## src/verilog/svmon_regs.svh

```systemverilog
// register map, field positions, reset values and timing of the supply monitor
`ifndef SVMON_REGS_SVH
`define SVMON_REGS_SVH

// byte addresses on the apb bus
`define SVMON_CTRL_ADDR      8'h00
`define SVMON_STATUS_ADDR    8'h04
`define SVMON_MASK_ADDR      8'h08

// supply_monitor_control fields
`define SVMON_TRIP_LSB       0
`define SVMON_TRIP_MSB       3
`define SVMON_ENABLE_BIT     4
`define SVMON_STABLE_BIT     5
`define SVMON_CTRL_RESET     8'h05
`define SVMON_TRIP_RESET     4'h5
`define SVMON_TRIP_EXTERNAL  4'hF

// interrupt status and mask fields
`define SVMON_LOW_BIT        0
`define SVMON_SETTLED_BIT    1
`define SVMON_EVENT_COUNT    2
`define SVMON_STATUS_RESET   2'h0
`define SVMON_MASK_RESET     2'h0

// reference settling time
`define SVMON_CLK_NS         5
`define SVMON_SETTLE_NS      20000
`define SVMON_SETTLE_CYCLES  ((`SVMON_SETTLE_NS + `SVMON_CLK_NS - 1) / `SVMON_CLK_NS)

`endif

```

## src/verilog/svmon_pkg.sv

```systemverilog
// types shared by the supply monitor modules
`include "svmon_regs.svh"

package svmon_pkg;

  typedef enum logic [1:0]
  {
    SVMON_REG_CTRL   = 2'b00,
    SVMON_REG_STATUS = 2'b01,
    SVMON_REG_MASK   = 2'b10,
    SVMON_REG_NONE   = 2'b11
  } svmon_reg_e;

  typedef struct packed
  {
    logic                            enable;
    logic [3:0]                      trip;
    logic [`SVMON_EVENT_COUNT-1:0]   status;
    logic [`SVMON_EVENT_COUNT-1:0]   mask;
    logic [31:0]                     prdata;
    logic                            prev_stable;
  } svmon_state_s;

endpackage

```

## src/verilog/svmon_top.sv

```systemverilog
// apb control, flag and interrupt logic of the supply voltage monitor
`timescale 1ns/1ps
`include "svmon_regs.svh"

// Notes on behaviour
// - The supply-low flag is set when the comparator reports the supply or external input below the set point.
// - A set supply-low flag with its interrupt enabled raises the interrupt request.
// - Control bits 3 to 0 select one of sixteen trip points.
// - Control bit 5 is a read-only reference-stable bit, 0 after reset and 1 once the reference has settled.
// - The detector is switched purely by software and is fully powered down while off.
// - Setting the enable bit powers comparator and divider and starts detection; clearing it stops both.
// - Trip code 1111 with the enable bit set routes the external trip input to the comparator instead of the divider tap.
// - No supply-low flag is set from the comparator before the reference is reported stable.
// - Reset returns the control register to its reset state, detector off and stable bit cleared.
module svmon_top
#(
  parameter int unsigned ADDR_W        = 8,
  parameter int unsigned SETTLE_CYCLES = `SVMON_SETTLE_CYCLES
)
(
  // clock and reset
  input  wire logic              clock,
  input  wire logic              resetn,
  // apb slave
  input  wire logic              psel,
  input  wire logic              penable,
  input  wire logic              pwrite,
  input  wire logic [ADDR_W-1:0] paddr,
  input  wire logic [31:0]       pwdata,
  input  wire logic [3:0]        pstrb,
  output logic                   pready,
  output logic [31:0]            prdata,
  output logic                   pslverr,
  // analog comparator side
  input  wire logic              comparator_low,
  output logic                   detector_power,
  output logic [3:0]             trip_select,
  output logic                   external_trip_input_select,
  // interrupt
  output logic                   peripheral_irq_request
);

  svmon_pkg::svmon_state_s state;
  svmon_pkg::svmon_state_s next_state;

  logic                          reference_stable;
  logic                          setup_phase;
  logic                          access_phase;
  logic                          wr_access;
  logic                          detect_low;
  logic                          settled_event;
  logic [`SVMON_EVENT_COUNT-1:0] events;
  logic [`SVMON_EVENT_COUNT-1:0] w1c;
  svmon_pkg::svmon_reg_e         access_reg;

  generate
    if (ADDR_W < 4 || ADDR_W > 32)
    begin : g_bad_addr
      $error("address width must lie between 4 and 32");
    end
    if (SETTLE_CYCLES < 1 || SETTLE_CYCLES > 8192)
    begin : g_bad_settle
      $error("settle count must lie between 1 and 8192");
    end
  endgenerate

  // word address decode shared by the read setup and the write access
  function automatic svmon_pkg::svmon_reg_e decode(input logic [ADDR_W-1:0] addr);
    svmon_pkg::svmon_reg_e r;
    r = svmon_pkg::SVMON_REG_NONE;
    if (addr == ADDR_W'(`SVMON_CTRL_ADDR))
    begin
      r = svmon_pkg::SVMON_REG_CTRL;
    end
    else if (addr == ADDR_W'(`SVMON_STATUS_ADDR))
    begin
      r = svmon_pkg::SVMON_REG_STATUS;
    end
    else if (addr == ADDR_W'(`SVMON_MASK_ADDR))
    begin
      r = svmon_pkg::SVMON_REG_MASK;
    end
    return r;
  endfunction

  // control register image as software sees it
  function automatic logic [31:0] ctrl_image(input logic en, input logic [3:0] trip, input logic stable);
    logic [31:0] v;
    v = 32'h0000_0000;
    v[`SVMON_TRIP_MSB:`SVMON_TRIP_LSB] = trip;
    v[`SVMON_ENABLE_BIT]               = en;
    v[`SVMON_STABLE_BIT]               = stable;
    return v;
  endfunction

  svmon_settle
  #(
    .CYCLES (SETTLE_CYCLES),
    .CNT_W  (13)
  )
  u_settle
  (
    .clock  (clock),
    .resetn (resetn),
    .enable (state.enable),
    .stable (reference_stable)
  );

  assign setup_phase  = psel && !penable;
  assign access_phase = psel && penable;
  assign access_reg   = decode(paddr);
  assign wr_access    = access_phase && pwrite && pstrb[0];

  // comparator is only believed once powered and settled
  assign detect_low    = state.enable && reference_stable && comparator_low;
  assign settled_event = reference_stable && !state.prev_stable;

  always_comb
  begin
    events                     = '0;
    events[`SVMON_LOW_BIT]     = detect_low;
    events[`SVMON_SETTLED_BIT] = settled_event;
  end

  always_comb
  begin
    w1c = '0;
    if (wr_access && access_reg == svmon_pkg::SVMON_REG_STATUS)
    begin
      w1c = pwdata[`SVMON_EVENT_COUNT-1:0];
    end
  end

  always_comb
  begin
    next_state             = state;
    next_state.prev_stable = reference_stable;
    // a new event beats a clear in the same cycle
    next_state.status      = (state.status & ~w1c) | events;
    if (wr_access)
    begin
      unique case (access_reg)
        svmon_pkg::SVMON_REG_CTRL:
        begin
          // trip code passes as written; reserved low codes are software's concern
          next_state.trip   = pwdata[`SVMON_TRIP_MSB:`SVMON_TRIP_LSB];
          next_state.enable = pwdata[`SVMON_ENABLE_BIT];
        end
        svmon_pkg::SVMON_REG_MASK:
        begin
          next_state.mask = pwdata[`SVMON_EVENT_COUNT-1:0];
        end
        svmon_pkg::SVMON_REG_STATUS:
        begin
          next_state.mask = state.mask;
        end
        svmon_pkg::SVMON_REG_NONE:
        begin
          next_state.mask = state.mask;
        end
      endcase
    end
    if (setup_phase && !pwrite)
    begin
      // read data captured in setup so the access phase needs no wait
      unique case (access_reg)
        svmon_pkg::SVMON_REG_CTRL:
        begin
          next_state.prdata = ctrl_image(state.enable, state.trip, reference_stable);
        end
        svmon_pkg::SVMON_REG_STATUS:
        begin
          next_state.prdata = {{(32 - `SVMON_EVENT_COUNT){1'b0}}, state.status};
        end
        svmon_pkg::SVMON_REG_MASK:
        begin
          next_state.prdata = {{(32 - `SVMON_EVENT_COUNT){1'b0}}, state.mask};
        end
        svmon_pkg::SVMON_REG_NONE:
        begin
          next_state.prdata = 32'h0000_0000;
        end
      endcase
    end
  end

  always_ff @(posedge clock)
  begin
    if (!resetn)
    begin
      // detector off, default trip code, flags and masks clear
      state.enable      <= 1'b0;
      state.trip        <= `SVMON_TRIP_RESET;
      state.status      <= `SVMON_STATUS_RESET;
      state.mask        <= `SVMON_MASK_RESET;
      state.prdata      <= 32'h0000_0000;
      state.prev_stable <= 1'b0;
    end
    else
    begin
      state <= next_state;
    end
  end

  // apb answers
  assign pready  = 1'b1;
  assign pslverr = access_phase && (access_reg == svmon_pkg::SVMON_REG_NONE);
  assign prdata  = state.prdata;

  // analog controls
  assign detector_power             = state.enable;
  assign trip_select                = state.trip;
  assign external_trip_input_select = state.enable && (state.trip == `SVMON_TRIP_EXTERNAL);

  // level interrupt from any unmasked sticky flag
  assign peripheral_irq_request = |(state.status & state.mask);

  AST_FLAG_SET: assert property (@(posedge clock) disable iff (!resetn)
    (state.enable && reference_stable && comparator_low) |=> state.status[`SVMON_LOW_BIT])
    else $error("supply-low flag not set after a low report");

  AST_IRQ_RAISE: assert property (@(posedge clock) disable iff (!resetn)
    (detect_low && state.mask[`SVMON_LOW_BIT] && !(wr_access && access_reg == svmon_pkg::SVMON_REG_MASK))
    |=> peripheral_irq_request)
    else $error("enabled supply-low flag did not raise the interrupt");

  AST_TRIP_WRITE: assert property (@(posedge clock) disable iff (!resetn)
    (wr_access && access_reg == svmon_pkg::SVMON_REG_CTRL)
    |=> trip_select == $past(pwdata[`SVMON_TRIP_MSB:`SVMON_TRIP_LSB]))
    else $error("trip select does not follow the control write");

  AST_STABLE_READ: assert property (@(posedge clock) disable iff (!resetn)
    (setup_phase && !pwrite && access_reg == svmon_pkg::SVMON_REG_CTRL)
    |=> prdata[`SVMON_STABLE_BIT] == $past(reference_stable) && prdata[7:6] == 2'b00)
    else $error("control read shows a wrong stable bit");

  AST_POWER_OFF: assert property (@(posedge clock) disable iff (!resetn)
    (wr_access && access_reg == svmon_pkg::SVMON_REG_CTRL && !pwdata[`SVMON_ENABLE_BIT])
    |=> !detector_power ##1 !reference_stable)
    else $error("detector still powered after disable");

  AST_POWER_ON: assert property (@(posedge clock) disable iff (!resetn)
    (wr_access && access_reg == svmon_pkg::SVMON_REG_CTRL && pwdata[`SVMON_ENABLE_BIT])
    |=> detector_power)
    else $error("detector not powered after enable");

  AST_EXT_ROUTE: assert property (@(posedge clock) disable iff (!resetn)
    external_trip_input_select |-> trip_select == 4'hF && detector_power)
    else $error("external input routed under a wrong trip code");

  AST_NO_EARLY_FLAG: assert property (@(posedge clock) disable iff (!resetn)
    $rose(state.status[`SVMON_LOW_BIT]) |-> $past(reference_stable) && $past(state.enable))
    else $error("supply-low flag set before the reference settled");

  AST_RESET_STATE: assert property (@(posedge clock)
    !resetn |=> !detector_power && trip_select == 4'h5 && !reference_stable && !peripheral_irq_request)
    else $error("reset did not restore the control register");

  AST_IRQ_QUIET: assert property (@(posedge clock) disable iff (!resetn)
    (state.mask == '0) |-> !peripheral_irq_request)
    else $error("interrupt raised with every source masked");

  AST_MASK_WRITE: assert property (@(posedge clock) disable iff (!resetn)
    (wr_access && access_reg == svmon_pkg::SVMON_REG_MASK)
    |=> state.mask == $past(pwdata[`SVMON_EVENT_COUNT-1:0]))
    else $error("mask register does not follow the write");

  AST_FLAG_CLEAR: assert property (@(posedge clock) disable iff (!resetn)
    (wr_access && access_reg == svmon_pkg::SVMON_REG_STATUS && pwdata[`SVMON_LOW_BIT] && !detect_low)
    |=> !state.status[`SVMON_LOW_BIT])
    else $error("supply-low flag not cleared by a one written to it");

  AST_FLAG_STICKY: assert property (@(posedge clock) disable iff (!resetn)
    (state.status[`SVMON_LOW_BIT] && !w1c[`SVMON_LOW_BIT]) |=> state.status[`SVMON_LOW_BIT])
    else $error("supply-low flag dropped without a clear");

  AST_NO_FLAG_OFF: assert property (@(posedge clock) disable iff (!resetn)
    !detector_power |=> !$rose(state.status[`SVMON_LOW_BIT]))
    else $error("supply-low flag set while the detector was off");

  AST_UNMAPPED_KEEP: assert property (@(posedge clock) disable iff (!resetn)
    (wr_access && access_reg == svmon_pkg::SVMON_REG_NONE) |=> $stable(detector_power) && $stable(trip_select))
    else $error("write to an unmapped address changed the control register");

  AST_STRB_KEEP: assert property (@(posedge clock) disable iff (!resetn)
    (access_phase && pwrite && !pstrb[0]) |=> $stable(trip_select) && $stable(detector_power))
    else $error("write without its low byte strobe changed the control register");

  AST_CTRL_IMAGE: assert property (@(posedge clock) disable iff (!resetn)
    (setup_phase && !pwrite && access_reg == svmon_pkg::SVMON_REG_CTRL)
    |=> prdata[4:0] == {$past(state.enable), $past(state.trip)} && prdata[31:6] == '0)
    else $error("control read shows wrong trip or enable bits");

  AST_EXT_SELECT: assert property (@(posedge clock) disable iff (!resetn)
    (detector_power && trip_select == `SVMON_TRIP_EXTERNAL) |-> external_trip_input_select)
    else $error("external input not routed under the external trip code");

  AST_SETTLED_FLAG: assert property (@(posedge clock) disable iff (!resetn)
    $rose(reference_stable) |=> state.status[`SVMON_SETTLED_BIT])
    else $error("reference-settled event not flagged");

  AST_SETTLE_DROP: assert property (@(posedge clock) disable iff (!resetn)
    $fell(detector_power) |=> !reference_stable)
    else $error("reference still reported stable after power down");

endmodule

```

## src/verilog/svmon_settle.sv

```systemverilog
// reference settling counter of the supply monitor
`timescale 1ns/1ps
`include "svmon_regs.svh"

module svmon_settle
#(
  parameter int unsigned CYCLES = `SVMON_SETTLE_CYCLES,
  parameter int unsigned CNT_W  = 13
)
(
  // clock and reset
  input  wire logic clock,
  input  wire logic resetn,
  // control and result
  input  wire logic enable,
  output logic      stable
);

  typedef struct packed
  {
    logic [CNT_W-1:0] count;
    logic             stable;
  } svmon_settle_s;

  localparam logic [CNT_W-1:0] LAST = CNT_W'(CYCLES - 1);

  svmon_settle_s state;
  svmon_settle_s next_state;

  generate
    if (CYCLES < 1 || CYCLES > (2 ** CNT_W))
    begin : g_bad_cycles
      $error("settle count does not fit the counter");
    end
  endgenerate

  always_comb
  begin
    next_state = state;
    if (!enable)
    begin
      // off: forget any settling progress
      next_state.count  = '0;
      next_state.stable = 1'b0;
    end
    else if (!state.stable)
    begin
      if (state.count == LAST)
      begin
        next_state.stable = 1'b1;
      end
      else
      begin
        next_state.count = state.count + CNT_W'(1);
      end
    end
  end

  always_ff @(posedge clock)
  begin
    if (!resetn)
    begin
      state <= '0;
    end
    else
    begin
      state <= next_state;
    end
  end

  assign stable = state.stable;

  AST_SETTLE_OFF: assert property (@(posedge clock) disable iff (!resetn) !enable |=> !stable)
    else $error("reference stable while detector off");

  AST_SETTLE_TIME: assert property (@(posedge clock) disable iff (!resetn)
    $rose(stable) |-> (state.count == LAST) && $past(enable))
    else $error("reference stable before the settling count ran out");

endmodule

```

## config.mk

```make
export PLATFORM = sky130hd
export DESIGN_NAME = svmon_top
export DESIGN_NICKNAME = d
export VERILOG_FILES = /design/src/verilog/svmon_pkg.sv /design/src/verilog/svmon_top.sv /design/src/verilog/svmon_settle.sv
export VERILOG_INCLUDE_DIRS = /design/src /design/src/verilog
export SDC_FILE = /design/constraint.sdc
export NUM_CORES = 1
export LEC_CHECK = 0
export BUFFER_PORTS_ARGS = -buffer_cell sky130_fd_sc_hd__buf_2
export CAP_MARGIN = 20
export CORE_MARGIN = 2
export CORE_UTILIZATION = 25
export DETAILED_ROUTE_END_ITERATION = 10
export GPL_TIMING_DRIVEN = 1
export SLEW_MARGIN = 20
export SYNTH_ARGS = -nofsm -noshare
export SYNTH_HDL_FRONTEND = slang
export SYNTH_SLANG_ARGS = --single-unit
```

## constraint.sdc

```tcl
create_clock -name clock -period 3.65 [get_ports clock]
set_input_delay 0.73 -clock clock [delete_from_list [all_inputs] [get_ports clock]]
set_output_delay 0.73 -clock clock [all_outputs]
set_load 0.05 [all_outputs]
```

==> metrics, run 1 <==
Routability Congestion 0.786; Via density 4.52; Die ar. 0.00742 sq mm; Worst Setup EP pslverr; post-DP HPWL 2.47 mm; I/O pin total 91; Synth Area per Inst 8.43 sq um; setup TNS 0 ps; CTS Buf Count 5; CP Launch Type input port; Synth Warn # 0; post-CTS setup buffer count 0; CP max stage cell and2_1; htree depth 2; cts repair resizes 0; Peak supply drop 0.0943 mV; Setup crit end kind output port; routed wire length per instance 11.1 um; leakage 0.000745 uW; routed via count 1341; Core Util, Final 28.3%; CTS Hold Bufs 0; Main synth FF type dfxtp_1; final WL 3.31 mm; placed insts 291; status complete, no violations; min-delay src prdata[1]$_SDFFE_PN0P_; drt first pass iters 4; CP max FO 9; post-synthesis to final-layout area growth 7.64%; RSZ-0062 raised after global routing no; Initial Util 26.3%; Clock Skews 4.77 ps; EDFF count, synth 0; max_cap viols 0; pwr dens 372 mW/mm^2; CP arrival 1820 ps; final setup violation count 0; CTS root buf clkbuf_8; pin count of the biggest net entering global routing 25; Remaining DRCs 0; Rows 29; fill count 699; layout cells sized above 1 21.8%; ranking of synthesized cells by area dfxtp_1 36%, buf_4 17%, nand2_1 4.9%, mux2i_1 4.7%, nand3_1 3.9%; Worst R2R Setup Slack 1790 ps; critical path class input port to output port; grt total ovfl 0; max_slew headroom 58.0%; Nets 272; antenna cell count 0; minimum clock period 2550 ps; Slew @ Worst Pin 621 ps; hold crit path type register to register; Syn Std Cell Area 0.00169 sq mm; share of the synthesized area in the top cell type 35.6%; Crit. Startpoint paddr[5]; Finished Layout Cells 297; All-Layer GR Usage 9.13%; post-synth cell types 40; drt first-iter violations 45; Register-to-Register Path Depth 5; biggest cell delay along the critical path 350 ps; register area share after synthesis 35.6%; CP cell instances buf_2, nor4_1, and2_1, a21oi_1, buf_2; vias in the first global route 1185; leading area contributor after synthesis dfxtp_1; Cells after Synth 200; TritonCTS clock tree done; worst skew pair latency 280 ps; part of the cycle the worst path needs 70.0%; Die Wd 86.1 um; reg2reg start u_settle.state[1]$_SDFFE_PN0P_; fin. max-slew vios 0; initial antenna violation count 0; required time of the worst setup path 2920 ps; Fin. Hold Viols 0; final hold slack 461 ps; Synth async-reset ratio 0%; Reg clk slew, reported paths 60 ps; first-pass GRT wire length 5.34 mm; CTS Sinks 30; most frequent CP cell buf_2; Die H 86.1 um; Port Buf Inserts 33; R2R Path End u_settle.state[3]$_SDFFE_PN0P_; Post-DRT Antenna Nets 0; Max Clock Freq 392 MHz; CTS Buffer Depth 2; core outline area 0.00642 sq mm; post-synthesis register bit count 30
flip-flops by register name, summed over array words and instances (netlist names):
signal	flops
u_settle.state	13
u_settle.stable	1
prdata	6
detector_power	1
state	5
trip_select	4
cells in the mapped netlist, types with 2 or more instances:
library cell / number
nor4_1: 3
nor2b_1: 3
nand2_1: 22
dfxtp_1: 30
o21ai_0: 5
nand3_1: 13
a21boi_0: 6
mux2i_1: 8
xnor2_1: 6
and2_1: 2
a31oi_1: 3
conb_1: 2
and4_1: 2
a21oi_1: 6
clkbuf_1: 4
nor3b_1: 2
nor2_1: 14
o2bb2ai_1: 2
buf_4: 38
nand4_1: 8
a31o_2: 2
metrics by stage:
step / area [sq um] / power, uW / worst slack, ps
2_1_floorplan: 1780 / 431 / 1090
3_5_place_dp: 1730 / 424 / 1070
5_1_grt: 1820 / 700 / 968
4_1_cts: 1820 / 683 / 1080
3_3_place_gp: 1730 / 424 / 1070
6_report: 1820 / 675 / 1100
power by group:
part           internal, uW  leakage (uW)  total, uW  switching [uW]
logic                  12.2      0.000460       89.8            77.6
clock network           145     0.0000431        258             113
registers               328      0.000242        328          0.0258
how the worst min path moves through the flow:
stage                        endpoint  depth (start not counted)
3_3_place_gp   prdata[2]$_SDFFE_PN0P_                          2
6_report       prdata[1]$_SDFFE_PN0P_                          2
5_1_grt        prdata[0]$_SDFFE_PN0P_                          2
2_1_floorplan  prdata[0]$_SDFFE_PN0P_                          2
3_5_place_dp   prdata[2]$_SDFFE_PN0P_                          2
4_1_cts        prdata[0]$_SDFFE_PN0P_                          2
metal layers:
metal	global-route usage [%]	vias to the layer above	wire (um)	part of all wire, %
li1	-	678	-	-
met1	11.9	617	1650	50
met2	13.5	41	1410	43
met3	2.41	5	190	5.7
met4	5.19	0	59	1.8
met5	0	-	0	0
kinds of logic after synthesis:
group / share of synthesized area [%]
compound gates: 10.8
xor+xnor: 3.64
fa+ha+maj: 0.742
buf+inv: 18.3
flops: 35.6
mux: 4.75
other cells: 0.445
simple gates: 25.7
cell usage in the layout (no fill, tap or decap), types with 2 or more instances in the layout:
master      n
buf_2      33
conb_1     27
mux2i_1     8
a31oi_1     3
clkbuf_8    6
nand4_1     8
dfxtp_1    30
nor3b_1     2
and4_1      2
a21oi_1     6
a31o_2      2
o21ai_0     5
nor4_1      3
nor2b_1     3
and2_1      2
nand3_1    13
o2bb2ai_1   2
nand2_1    22
nor2_1     14
a21boi_0    6
xnor2_1     6
critical path, delay by kind of cell:
kind	cells	cell delay [ps]
AO/OA/AOI/OAI	1	110
buffers and inverters	2	320
AND/OR/NAND/NOR	2	670
area by class of cell:
cell class                 count  area [sq um]  area share, %
multi-input combinational    151           871           48.0
sequential                    30           601           33.1
timing repair buffer          33           165           9.10
clock buffer                   6          82.6           4.55
tap                           77          96.3           5.31
(Power assumes the default switching activity.)
==> run 2: changes to the inputs <==
==> constraint.sdc (replaced) <==
create_clock -name clock -period 2.3 [get_ports clock]
set_input_delay 0.46 -clock clock [delete_from_list [all_inputs] [get_ports clock]]
set_output_delay 0.46 -clock clock [all_outputs]
set_load 0.05 [all_outputs]
==> run 2 against run 1 <==
First-iteration DRC count shrank 22%. Count of clock-buffer cells in the layout rose by 2. Sequential share of layout area down 1.0 points. Final area grew 3.2%. Via count rose by 1.2%. Worst setup slack got worse by 680 ps. Die area unchanged. Sequential power is 59% higher. Critical path type unchanged. Critical endpoint unchanged.
==> metrics, run 2 (synthesized netlist as in run 1, its figures left out) <==
Biggest register u_settle.state; biggest regs u_settle.state x13, prdata x6, state x5; RSZ-0062 raised after global routing no; number of flip-flops under the largest register name 13 (unchanged); Die ar. 0.00742 sq mm (unchanged); CTS Buffer Depth 2 (unchanged); final setup violation count 0 (unchanged); routed via count 1357 (+1.2%); Levels on crit path 5 (unchanged); CP max stage cell nor4_1; biggest cell delay along the critical path 370 ps (+20 ps); status complete, no violations; CTS Sinks 30 (unchanged); Rows 29 (unchanged); Worst Setup EP pslverr; pin count of the biggest net entering global routing 24 (-4.0%); leakage 0.000779 uW (+4.6%); drt first pass iters 4 (unchanged); Peak supply drop 0.179 mV (+89%); All-Layer GR Usage 9.60% (+0.47 points); crit path buf inv count 2 (unchanged); routed wire length per instance 11.3 um (+1.2%); drt first-iter violations 35 (-22%); Max Clock Freq 532 MHz; CP arrival 1420 ps (-400 ps); Setup crit end kind output port; CTS root buf clkbuf_8; Nets 276 (+1.5%); Routability Congestion 0.781 (-0.64%); Clock Skews 1.84 ps (-2.93 ps); TritonCTS clock tree done; CTS Buf Count 5 (unchanged); Remaining DRCs 0 (unchanged); most common cell after layout, fill and taps aside buf_2; Register-to-Register Path Depth 5 (unchanged); CP cell instances buf_2, nor4_1, and2_1, a21oi_1, buf_2; required time of the worst setup path 1840 ps (-1080 ps); Via density 4.48 (-0.81%); Top Family by Delay on Critical Path simple AND/OR/NAND/NOR gates; Die Wd 86.1 um (unchanged); pwr dens 621 mW/mm^2 (+67%); Fin. Hold Viols 0 (unchanged); Post-DRT Antenna Nets 0 (unchanged); core outline area 0.00642 sq mm (unchanged); first-pass GRT wire length 5.57 mm (+4.3%); hold crit path type input port to register; placed insts 295 (+1.4%); CP max FO 2 (-7); worst skew pair latency 280 ps (about the same); R2R Path End u_settle.state[3]$_SDFFE_PN0P_; Reg clk slew, reported paths 60 ps (about the same); post-CTS setup buffer count 0 (unchanged); Finished Layout Cells 303 (+2.0%); setup TNS 0 ps (unchanged); most frequent CP cell buf_2; CP Launch Type input port; vias in the first global route 1229 (+3.7%); Crit. Startpoint paddr[5]; most frequent cells in the layout 33 x buf_2, 30 x dfxtp_1, 27 x conb_1, 22 x nand2_1, 14 x nor2_1; CTS Hold Bufs 0 (unchanged); final WL 3.42 mm (+3.3%); cts repair resizes 0 (unchanged); Initial Util 26.3% (unchanged); layout cells sized above 1 23.9% (+2.1 points); I/O pin total 91 (unchanged); htree depth 2 (unchanged); Die H 86.1 um (unchanged); part of the cycle the worst path needs 81.8%; reg2reg start u_settle.state[1]$_SDFFE_PN0P_; post-DP HPWL 2.61 mm (+5.8%); fin. max-slew vios 0 (unchanged); critical path class input port to output port; Worst R2R Setup Slack 440 ps (-1350 ps); post-synthesis to final-layout area growth 11.1%; max_cap viols 0 (unchanged); antenna cell count 0 (unchanged); Port Buf Inserts 33 (unchanged); initial antenna violation count 0 (unchanged); max_slew headroom 57.3% (-0.72 points); Slew @ Worst Pin 639 ps (+18.2 ps); minimum clock period 1880 ps; grt total ovfl 0 (unchanged)
==> run 2: how the worst min path moves through the flow <==
stage / startpoint / to / slack [ps] / depth (start not counted)
CTS: pwdata[0] / state[35]$_SDFF_PN0_ / 380 / 2
floorplan: prdata[0]$_SDFFE_PN0P_ / prdata[0]$_SDFFE_PN0P_ / 440 / 2
finish: pwdata[0] / state[35]$_SDFF_PN0_ / 390 / 2
global placement: prdata[2]$_SDFFE_PN0P_ / prdata[2]$_SDFFE_PN0P_ / 450 / 2
global route: pwdata[0] / state[35]$_SDFF_PN0_ / 380 / 2
detailed placement: prdata[2]$_SDFFE_PN0P_ / prdata[2]$_SDFFE_PN0P_ / 460 / 2
==> run 2: metal layers <==
layer / global-route usage (%) / share of wire (%) / vias up
li1: - / - / 690
met1: 11.7 / 49 / 624
met2: 14.7 / 43 / 36
met3: 3.75 / 6.0 / 7
met4: 4.76 / 2.2 / 0
met5: 0 / 0 / -
==> run 2: per-stage QoR <==
| stage | cell area, sq um | hold slack (ps) | util, % | setup WS, ps | power [uW] |
|---|---|---|---|---|---|
| final | 1870 | 392 | 29.2 | 419 | 1160 |
| after global routing | 1870 | 383 | 29.2 | 316 | 1210 |
| after CTS | 1870 | 382 | 29.2 | 424 | 1180 |
| after detailed placement | 1760 | 459 | 27.4 | 431 | 675 |
| after global placement | 1760 | 450 | 27.4 | 454 | 674 |
| after floorplan | 1780 | 441 | - | 279 | 684 |
==> run 2: cell type report <==
type / count / area [sq um]
repair buffers: 37 / 195
well taps: 77 / 96.3
flip-flops and latches: 30 / 601
fillers: 681 / 4550
clock buffers: 8 / 110
multi-input cells: 151 / 871
==> run 2: power by group <==
group	total (uW)	switching [uW]	internal (uW)
registers	520	0.0362	520
logic	144	123	20.7
clock network	499	197	302
